<file path="src/include/prxcfg_map.svh">
// Register map constants for the proximity configuration and status bank.
// Included by the register bank only; definitions only.
`ifndef PRXCFG_MAP_SVH
`define PRXCFG_MAP_SVH

`define PRXCFG_ADDR_PULSE_TRAIN 8'h8E
`define PRXCFG_ADDR_GAIN_DRIVE 8'h8F
`define PRXCFG_ADDR_REVISION 8'h91
`define PRXCFG_ADDR_PART 8'h92
`define PRXCFG_ADDR_FLAGS 8'h93
`define PRXCFG_ADDR_MISC 8'hAB

`define PRXCFG_PULSE_TRAIN_RST 8'h4F
`define PRXCFG_GAIN_DRIVE_RST 8'h80
`define PRXCFG_MISC_RST 8'h0C
`define PRXCFG_FLAGS_RST 8'h00

`define PRXCFG_BIT_SAT 6
`define PRXCFG_BIT_ALERT 5
`define PRXCFG_BIT_CAL 3
`define PRXCFG_BIT_ZERO 2
`define PRXCFG_BIT_SAT_REFL 1
`define PRXCFG_BIT_SAT_AMB 0
`define PRXCFG_BIT_READ_CLEAR 7

`define PRXCFG_FLAGS_MASK 8'h6F
`define PRXCFG_GAIN_DRIVE_MASK 8'hDF
`define PRXCFG_MISC_MASK 8'h9F

`endif

</file>
<file path="src/include/prxcfg_pkg.sv">
// Types for the proximity configuration and status bank.
// Constants live in prxcfg_map.svh.
package prxcfg_pkg;
    typedef enum logic [1:0] {
        PRXCFG_PW_4US,
        PRXCFG_PW_8US,
        PRXCFG_PW_16US,
        PRXCFG_PW_32US
    } prxcfg_pulse_width_type;
    typedef enum logic [1:0] {
        PRXCFG_GAIN_1X,
        PRXCFG_GAIN_2X,
        PRXCFG_GAIN_4X,
        PRXCFG_GAIN_8X
    } prxcfg_gain_type;
endpackage

</file>
<file path="src/rtl/prxcfg_regs.sv">
// Proximity configuration and status register bank.
// Assumes a serial-link slave on clk_sys delivering one-cycle read and
// write strobes with an 8-bit address; engine events are same-clock pulses.
`timescale 1ns/1ps
`default_nettype none
`include "prxcfg_map.svh"

module prxcfg_regs #(
    // Arbitrary neutral identity values
    parameter logic [2:0] REVISION_VALUE = 3'h1,
    parameter logic [5:0] PART_VALUE = 6'h2A
) (
    input wire logic clk_sys,
    input wire logic rstn,
    input wire logic [7:0] reg_addr,
    input wire logic reg_wr,
    input wire logic [7:0] reg_wdata,
    input wire logic reg_rd,
    output logic [7:0] reg_rdata,
    input wire logic sat_refl_evt,
    input wire logic sat_amb_evt,
    input wire logic prox_alert_evt,
    input wire logic cal_evt,
    input wire logic zero_evt,
    input wire logic alert_enable,
    output prxcfg_pkg::prxcfg_pulse_width_type pulse_width,
    output logic [6:0] pulse_count,
    output prxcfg_pkg::prxcfg_gain_type rx_gain,
    output logic [7:0] led_current_ma,
    output logic int_n
);
    import prxcfg_pkg::*;

    logic [7:0] pulse_train_config_ff, nxt_pulse_train_config;
    logic [7:0] gain_and_drive_config_ff, nxt_gain_and_drive_config;
    logic [7:0] misc_config_ff, nxt_misc_config;
    logic [7:0] event_flags_ff, nxt_event_flags;
    logic [7:0] reg_rdata_ff, nxt_reg_rdata;
    logic int_n_ff, nxt_int_n;
    logic [1:0] pulse_width_ff, nxt_pulse_width;
    logic [6:0] pulse_count_ff, nxt_pulse_count;
    logic [1:0] rx_gain_ff, nxt_rx_gain;
    logic [7:0] led_current_ff, nxt_led_current;
    logic [7:0] clr_mask;
    logic [7:0] set_mask;

    always_comb begin
        nxt_pulse_train_config = pulse_train_config_ff;
        nxt_gain_and_drive_config = gain_and_drive_config_ff;
        nxt_misc_config = misc_config_ff;
        if (reg_wr) begin
            if (reg_addr == `PRXCFG_ADDR_PULSE_TRAIN) begin
                nxt_pulse_train_config = reg_wdata;
            end
            if (reg_addr == `PRXCFG_ADDR_GAIN_DRIVE) begin
                nxt_gain_and_drive_config = reg_wdata & `PRXCFG_GAIN_DRIVE_MASK;
            end
            if (reg_addr == `PRXCFG_ADDR_MISC) begin
                nxt_misc_config = reg_wdata & `PRXCFG_MISC_MASK;
            end
        end
    end

    always_comb begin
        clr_mask = 8'h00;
        set_mask = 8'h00;
        if (reg_wr && reg_addr == `PRXCFG_ADDR_FLAGS) begin
            clr_mask = reg_wdata & `PRXCFG_FLAGS_MASK;
            if (reg_wdata[`PRXCFG_BIT_SAT]) begin
                clr_mask[`PRXCFG_BIT_SAT_REFL] = 1'b1;
                clr_mask[`PRXCFG_BIT_SAT_AMB] = 1'b1;
            end
        end
        if (reg_rd && reg_addr == `PRXCFG_ADDR_FLAGS &&
            misc_config_ff[`PRXCFG_BIT_READ_CLEAR]) begin
            clr_mask = `PRXCFG_FLAGS_MASK;
        end
        set_mask[`PRXCFG_BIT_SAT] = sat_refl_evt | sat_amb_evt;
        set_mask[`PRXCFG_BIT_SAT_REFL] = sat_refl_evt;
        set_mask[`PRXCFG_BIT_SAT_AMB] = sat_amb_evt;
        set_mask[`PRXCFG_BIT_ALERT] = prox_alert_evt;
        set_mask[`PRXCFG_BIT_CAL] = cal_evt;
        set_mask[`PRXCFG_BIT_ZERO] = zero_evt;
        // Events arriving with a clear win, so none is lost
        nxt_event_flags = (event_flags_ff & ~clr_mask) | set_mask;
    end

    always_comb begin
        nxt_reg_rdata = reg_rdata_ff;
        if (reg_rd) begin
            unique case (reg_addr)
                `PRXCFG_ADDR_PULSE_TRAIN: nxt_reg_rdata = pulse_train_config_ff;
                `PRXCFG_ADDR_GAIN_DRIVE: nxt_reg_rdata = gain_and_drive_config_ff;
                `PRXCFG_ADDR_REVISION: nxt_reg_rdata = {5'h00, REVISION_VALUE};
                `PRXCFG_ADDR_PART: nxt_reg_rdata = {PART_VALUE, 2'h0};
                `PRXCFG_ADDR_FLAGS: nxt_reg_rdata = event_flags_ff;
                `PRXCFG_ADDR_MISC: nxt_reg_rdata = misc_config_ff;
                default: nxt_reg_rdata = 8'h00;
            endcase
        end
    end

    always_comb begin
        nxt_pulse_width = nxt_pulse_train_config[7:6];
        nxt_pulse_count = {1'b0, nxt_pulse_train_config[5:0]} + 7'h01;
        nxt_rx_gain = nxt_gain_and_drive_config[7:6];
        // 6 mA per step, code plus one
        nxt_led_current = 8'({3'h0, nxt_gain_and_drive_config[4:0]} + 8'h01) * 8'h06;
        nxt_int_n = ~(nxt_event_flags[`PRXCFG_BIT_ALERT] & alert_enable);
    end

    always_ff @(posedge clk_sys) begin
        if (!rstn) begin
            pulse_train_config_ff <= `PRXCFG_PULSE_TRAIN_RST;
            gain_and_drive_config_ff <= `PRXCFG_GAIN_DRIVE_RST;
            misc_config_ff <= `PRXCFG_MISC_RST;
            event_flags_ff <= `PRXCFG_FLAGS_RST;
            reg_rdata_ff <= 8'h00;
            int_n_ff <= 1'b1;
            pulse_width_ff <= 2'h1;
            pulse_count_ff <= 7'h10;
            rx_gain_ff <= 2'h2;
            led_current_ff <= 8'h06;
        end else begin
            pulse_train_config_ff <= nxt_pulse_train_config;
            gain_and_drive_config_ff <= nxt_gain_and_drive_config;
            misc_config_ff <= nxt_misc_config;
            event_flags_ff <= nxt_event_flags;
            reg_rdata_ff <= nxt_reg_rdata;
            int_n_ff <= nxt_int_n;
            pulse_width_ff <= nxt_pulse_width;
            pulse_count_ff <= nxt_pulse_count;
            rx_gain_ff <= nxt_rx_gain;
            led_current_ff <= nxt_led_current;
        end
    end

    assign reg_rdata = reg_rdata_ff;
    assign int_n = int_n_ff;
    assign pulse_width = prxcfg_pulse_width_type'(pulse_width_ff);
    assign pulse_count = pulse_count_ff;
    assign rx_gain = prxcfg_gain_type'(rx_gain_ff);
    assign led_current_ma = led_current_ff;

    sat_sticky_a: assert property (@(posedge clk_sys) disable iff (!rstn)
        event_flags_ff[6] && !(reg_wr && reg_addr == 8'h93 && reg_wdata[6]) && !reg_rd
        |=> event_flags_ff[6])
        else $error("saturation flag dropped without clear");
    alert_set_a: assert property (@(posedge clk_sys) disable iff (!rstn)
        prox_alert_evt |=> event_flags_ff[5])
        else $error("alert flag not set");
    cal_w1c_a: assert property (@(posedge clk_sys) disable iff (!rstn)
        reg_wr && reg_addr == 8'h93 && !reg_wdata[3] && event_flags_ff[3] && !reg_rd
        |=> event_flags_ff[3])
        else $error("zero write cleared calibration flag");
    zero_clear_a: assert property (@(posedge clk_sys) disable iff (!rstn)
        reg_wr && reg_addr == 8'h93 && reg_wdata[2] && !zero_evt |=> !event_flags_ff[2])
        else $error("zero flag not cleared");
    refl_clear_a: assert property (@(posedge clk_sys) disable iff (!rstn)
        reg_wr && reg_addr == 8'h93 && reg_wdata[6] && !sat_refl_evt |=> !event_flags_ff[1])
        else $error("reflective flag survived bit6 clear");
    amb_clear_a: assert property (@(posedge clk_sys) disable iff (!rstn)
        reg_wr && reg_addr == 8'h93 && reg_wdata[6] && !sat_amb_evt |=> !event_flags_ff[0])
        else $error("ambient flag survived bit6 clear");
    read_keep_a: assert property (@(posedge clk_sys) disable iff (!rstn)
        reg_rd && reg_addr == 8'h93 && !misc_config_ff[7] && !reg_wr &&
        !(sat_refl_evt | sat_amb_evt | prox_alert_evt | cal_evt | zero_evt)
        |=> event_flags_ff == $past(event_flags_ff))
        else $error("read changed flags while disabled");
    read_clear_a: assert property (@(posedge clk_sys) disable iff (!rstn)
        reg_rd && reg_addr == 8'h93 && misc_config_ff[7] && !cal_evt |=> !event_flags_ff[3])
        else $error("enabled read did not clear");
    int_drive_a: assert property (@(posedge clk_sys) disable iff (!rstn)
        prox_alert_evt && alert_enable |=> !int_n)
        else $error("interrupt not asserted");
    int_release_a: assert property (@(posedge clk_sys) disable iff (!rstn)
        !event_flags_ff[5] |-> int_n)
        else $error("interrupt held after clear");
    led_step_a: assert property (@(posedge clk_sys) disable iff (!rstn)
        led_current_ma == 8'(({3'h0, gain_and_drive_config_ff[4:0]} + 8'h01) * 8'h06))
        else $error("LED current mismatch");
    count_a: assert property (@(posedge clk_sys) disable iff (!rstn)
        pulse_count == {1'b0, pulse_train_config_ff[5:0]} + 7'h01)
        else $error("pulse count mismatch");
    gain_a: assert property (@(posedge clk_sys) disable iff (!rstn)
        !gain_and_drive_config_ff[5] && rx_gain == gain_and_drive_config_ff[7:6])
        else $error("gain field mismatch");
endmodule
`default_nettype wire

</file>
<file path="config.mk">
export PLATFORM = sky130hd
export DESIGN_NAME = prxcfg_regs
export DESIGN_NICKNAME = d
export VERILOG_FILES = /design/src/include/prxcfg_pkg.sv /design/src/rtl/prxcfg_regs.sv
export VERILOG_INCLUDE_DIRS = /design/src /design/src/include
export SDC_FILE = /design/constraint.sdc
export NUM_CORES = 1
export LEC_CHECK = 0
export BUFFER_PORTS_ARGS = -buffer_cell sky130_fd_sc_hd__buf_2
export CORE_MARGIN = 8
export CORE_UTILIZATION = 40
export CTS_BUF_LIST = sky130_fd_sc_hd__clkbuf_4
export CTS_CLUSTER_SIZE = 14
export DETAILED_ROUTE_END_ITERATION = 7
export SLEW_MARGIN = 20
export SYNTH_ARGS = -nofsm -noshare
export SYNTH_HDL_FRONTEND = slang
export SYNTH_SLANG_ARGS = --single-unit
</file>
<file path="constraint.sdc">
create_clock -name clk_sys -period 4.2 [get_ports clk_sys]
set_input_delay 0.84 -clock clk_sys [delete_from_list [all_inputs] [get_ports clk_sys]]
set_output_delay 0.84 -clock clk_sys [all_outputs]
set_load 0.02 [all_outputs]
</file>
Word-level counts from Yosys, hierarchy flattened. Index checks and enable logic that the tools add are counted.

Add/subtract/negate cells: 2. Multiply operators: 1. Divide/modulo/power cells: 0. Magnitude comparators: 0. Equal/unequal tests: 6. Shifts and indexed selects: 0. Multiplexer cells: 8. Bitwise operators: 6. Reduce and logical (&&, ||, !) cells: 4.

Operators with widths (count): == test 8 bit, second input constant (6); case mux 8 bit (6 select lines) (1); two-way mux 8 bit (5); bitwise AND 8 bit (1); NOT 8 bit (1); bitwise OR 8 x 7 -> 8 bit (1); adder 6 x 1 -> 7 bit, second input constant (1); multiplier 6 x 2 -> 7 bit, second input constant (1); two-way mux 7 bit (1); adder 5 x 1 -> 6 bit, second input constant (1); logical AND 1 bit (3); two-way mux 2 bit (1); AND reduction 2 bit (1); bitwise AND 1 bit (1); NOT 1 bit (1); bitwise OR 1 bit (1).

Bits in registers: 57. Latch bits: 0. Memory bits (writable): 0. ROM bits: 0. Input bits: 26. Output and inout port bits: 28. Word-level logic and storage cells: 38. Memories kept: 0.

Depth between registers and ports, before layout.
Depth after elaboration: 9. Mapped depth: 17. Gate-level depth less buffers: 15.

Worst setup path before layout. Ideal clock, no wire load.

Kind: input to register. From: input reg_addr[5]. To: register led_current_ff[7] (netlist: led_current_ma[7]). Setup time: 0.128 ns. Arrival: 3.317 ns. Data required time: 4.072 ns. Path slack: 0.755 ns. Stages: 14. Buffers on the path: 2. Cells stage by stage: buf_6 and4bb_1 buf_4 nand4_4 mux2i_2 inv_1 ha_1 xnor2_1 ha_1 a211oi_1 o21bai_1 a21oi_1 xor2_1 nor2_1.

Cells in the longest elaborated chain, start to end: 5.

RTL lines: start, declared (line prxcfg_regs.sv:15) `input wire logic [7:0] reg_addr,`; == test 8 bit; two-way mux 8 bit (line prxcfg_regs.sv:55) `` if (reg_addr == `PRXCFG_ADDR_GAIN_DRIVE) begin ``; two-way mux 8 bit (line prxcfg_regs.sv:51) `if (reg_wr) begin`; net nxt_gain_and_drive_config[0] (line prxcfg_regs.sv:35) `logic [7:0] gain_and_drive_config_ff, nxt_gain_and_drive_config;`; adder 5 x 1 -> 6 bit (line prxcfg_regs.sv:108) `nxt_led_current = 8'({3'h0, nxt_gain_and_drive_config[4:0]} + 8'h01) * 8'h06;`; multiplier 6 x 2 -> 7 bit (line prxcfg_regs.sv:108); end signal, assigned (line prxcfg_regs.sv:134) `led_current_ff <= nxt_led_current;`; end, declared (line prxcfg_regs.sv:43) `logic [7:0] led_current_ff, nxt_led_current;`.

The timed path passes the listed nets, and every way through them passes these cells. A chain may end at the register's enable or synchronous reset.

Worst setup path in the final report.
From: input reg_addr[6]. To: register led_current_ff[7] (netlist: led_current_ma[7]).

Same word-level chain as after synthesis.

==> out/results.tsv <==
metric	value	unit
outcome	finished clean	
path_common_cell	ha_1	
route.detailed.drc	0	
diodes	0	
drt_wl_total	6528	um
rr_worst_depth	10	
utilization	0.4639	
cts-resized-gates	0	
ys_seq_area_frac	0.3854	
synth_edf_count	0	
port_buffers	52	
async_flop_share	0	
fp.dieH	96.59	um
hpwl	4894	um
worst_ep_arrival_time	3.69	ns
cts.clk_slew.worst_paths	0.15	ns
post-route-period-util	0.8248	
required	4.43	ns
grt_max_degree	34	
place.gp.congestion	0.8474	
rows	29	
drv_slew	0	
cts.htree.levels	2	
first_pass_iters	4	
p_switching	0.2079	mW
cts-root-buf	clkbuf_4	
power_density	288.8	nW/um^2
switching_share	0.2458	
die_area	9329	um^2
final_common_cell	buf_2	
worstHoldStart	reg_rdata[6]	
layout_common_cells	52 x buf_2, 50 x dfxtp_1, 28 x nor2_1	
r2r_setup_slack	1.63	ns
worstMarginPinSlew	1.105	ns
areaGrowthSynthToFinish	12.76	%
synth_cells	288	
clock_latency	0.37	ns
routedWlPerCell	16.04	um
finalSetupTns	0	ns
hold_path.class	reg -> reg	
grt_first_pass_wirelength	10710	um
path_class	in -> reg	
grt_usage	0.1459	
slowest_delay	0.41	ns
r2r_start	gain_and_drive_config_ff[0]	
rsz0062_at_grt	false	
leakage	1.390	nW
setup_viol	0	
netlist_area	2597	um^2
finalPower	0.8460	mW
drtAntennaViolNets	0	
place_inst	399	
p_int	0.6381	mW
cts_tree	built	
vias_per_cell	5.383	
die_x	96.59	um
drv_cap	0	
critPathMaxFanout	7	
yosysUniqueCellTypes	53	
synth_area_leaders	dfxtp_1 39%, mux2i_1 8.5%, a21oi_1 4.6%	
r2r_end	led_current_ma[7]	
cts_max_path_buffers	2	
sequentialPowerShare	0.572	
layoutNonFillerInstCount	407	
drive_gt1_frac	0.2242	
start_util	0.4114	
drtIter0Drc	108	
fin_skew	0.009141	ns
crit_slowest_cell	and3b_1	
hold_path_depth	2	
grt_pass1_vias	2172	
hold_viol_final	0	
holdPathEnd	reg_rdata[6]	
min_period	3.464	ns
holdBufCountCts	0	
relSlewSlack	0.2626	
ys_ff_latch	50	
syn-mean-instance-area	9.019	um^2
synth_ff_type	dfxtp_1	
pin_count	54	
clock_sinks	50	
yosys_warnings	0	
synth.top_cell.area_share	0.3854	
finalNetCount	363	
antenna_found_initial	0	
ir_worst_vdd	0.1585	mV
crit_start	reg_addr[6]	
fmax	0.2887	GHz
start_kind	input pin	
combPwrFrac	0.087	
clockPowerShare	0.341	
syn_nets	322	
synth.largest_area_cell	dfxtp_1	
gr-total-overflow	0	
vias	2191	
cts_buffers	5	
path_cells	buf_2 > and3b_1 > nand4_4 > mux2i_2 > inv_1 > ha_1 > xnor2_1 > ha_1 > a211oi_1 > o21bai_1 > a21oi_1 > xor2_1 > nor2_1	
endpoint_kind	flip-flop	
core_area	6314	um^2
post-cts-setup-buffers	0	
power groups by stage:
stage,registers [mW],logic (mW),clock network [mW]
after global routing,0.485,0.0809,0.317
after floorplan,0.494,0.0446,0
final,0.484,0.0736,0.289
after CTS,0.484,0.0733,0.298
after detailed placement,0.494,0.0730,0
after global placement,0.494,0.0731,0
final cells by class:
type | count | area [um^2]
fillers | 649 | 3385
multi-input cells | 203 | 1418
flip-flops and latches | 50 | 1001
repair buffers | 54 | 275.3
well taps | 77 | 96.34
inverters | 15 | 56.30
clock buffers | 6 | 45.04
clock inverters | 2 | 37.54
worst max-delay path, delay by kind of cell:
kind	cells	cell delay, ns
simple gates	3	0.68
fa+ha+maj	2	0.57
compound gates	3	0.59
buf+inv	2	0.20
xor+xnor	2	0.48
mux	1	0.35
flip-flops by register name, summed over array words and instances (netlist names):
| name | cells |
|---|---|
| pulse_train_config_ff | 8 |
| reg_rdata | 8 |
| gain_and_drive_config_ff | 7 |
| led_current_ma | 7 |
| pulse_count | 7 |
| event_flags_ff | 6 |
| misc_config_ff | 6 |
| int_n | 1 |
cell usage after synthesis (4+ instances only):
library cell	instances
a211oi_1	5
a21oi_1	24
a31oi_1	5
and2_1	4
buf_4	8
clkbuf_1	7
dfxtp_1	50
ha_1	7
inv_1	15
mux2i_1	22
nand2_1	18
nand3_1	16
nor2_1	28
o21ai_0	13
xnor2_1	8
xor2_1	7
layer usage:
metal  share of wire  global-route usage  vias to the layer above
met5               0                   0                        -
met4          0.0089             0.03657                        0
met3           0.073             0.03864                        7
met2            0.45              0.2373                       56
met1            0.46              0.1871                     1045
li1                -                   -                     1083
kinds of logic (layout without fill, tap and decap cells):
group                      count (synthesis)  in the layout  share of synthesized area
and+or+nand+nor                           92             92                     0.2028
AOI/OAI and AO/OA                         61             61                     0.1421
DFF                                       50             50                     0.3854
buffers and inverters                     35             77                    0.06888
muxes                                     26             26                     0.1074
xor gates and xnor gates                  15             15                    0.05058
adders and majority gates                  8              8                    0.04142
other                                      1              1                   0.001444
through the flow:
stage	setup slack [ns]	hold WS [ns]	cell area, um^2
3_5_place_dp	0.3942	0.4579	2846
6_report	0.7360	0.4743	2929
2_1_floorplan	0.7553	0.4450	2597
3_3_place_gp	0.4921	0.4524	2846
4_1_cts	0.7556	0.4755	2929
5_1_grt	0.6020	0.4891	2929
worst max-delay path by stage:
stage	end	slack, ns	cells past startpoint
CTS	led_current_ma[7]	0.76	13
global route	led_current_ma[7]	0.60	13
global placement	led_current_ma[7]	0.49	13
floorplan	led_current_ma[7]	0.76	14
detailed placement	led_current_ma[7]	0.39	13
finish	led_current_ma[7]	0.74	13
No activity file was read; power rests on OpenSTA's default activity.
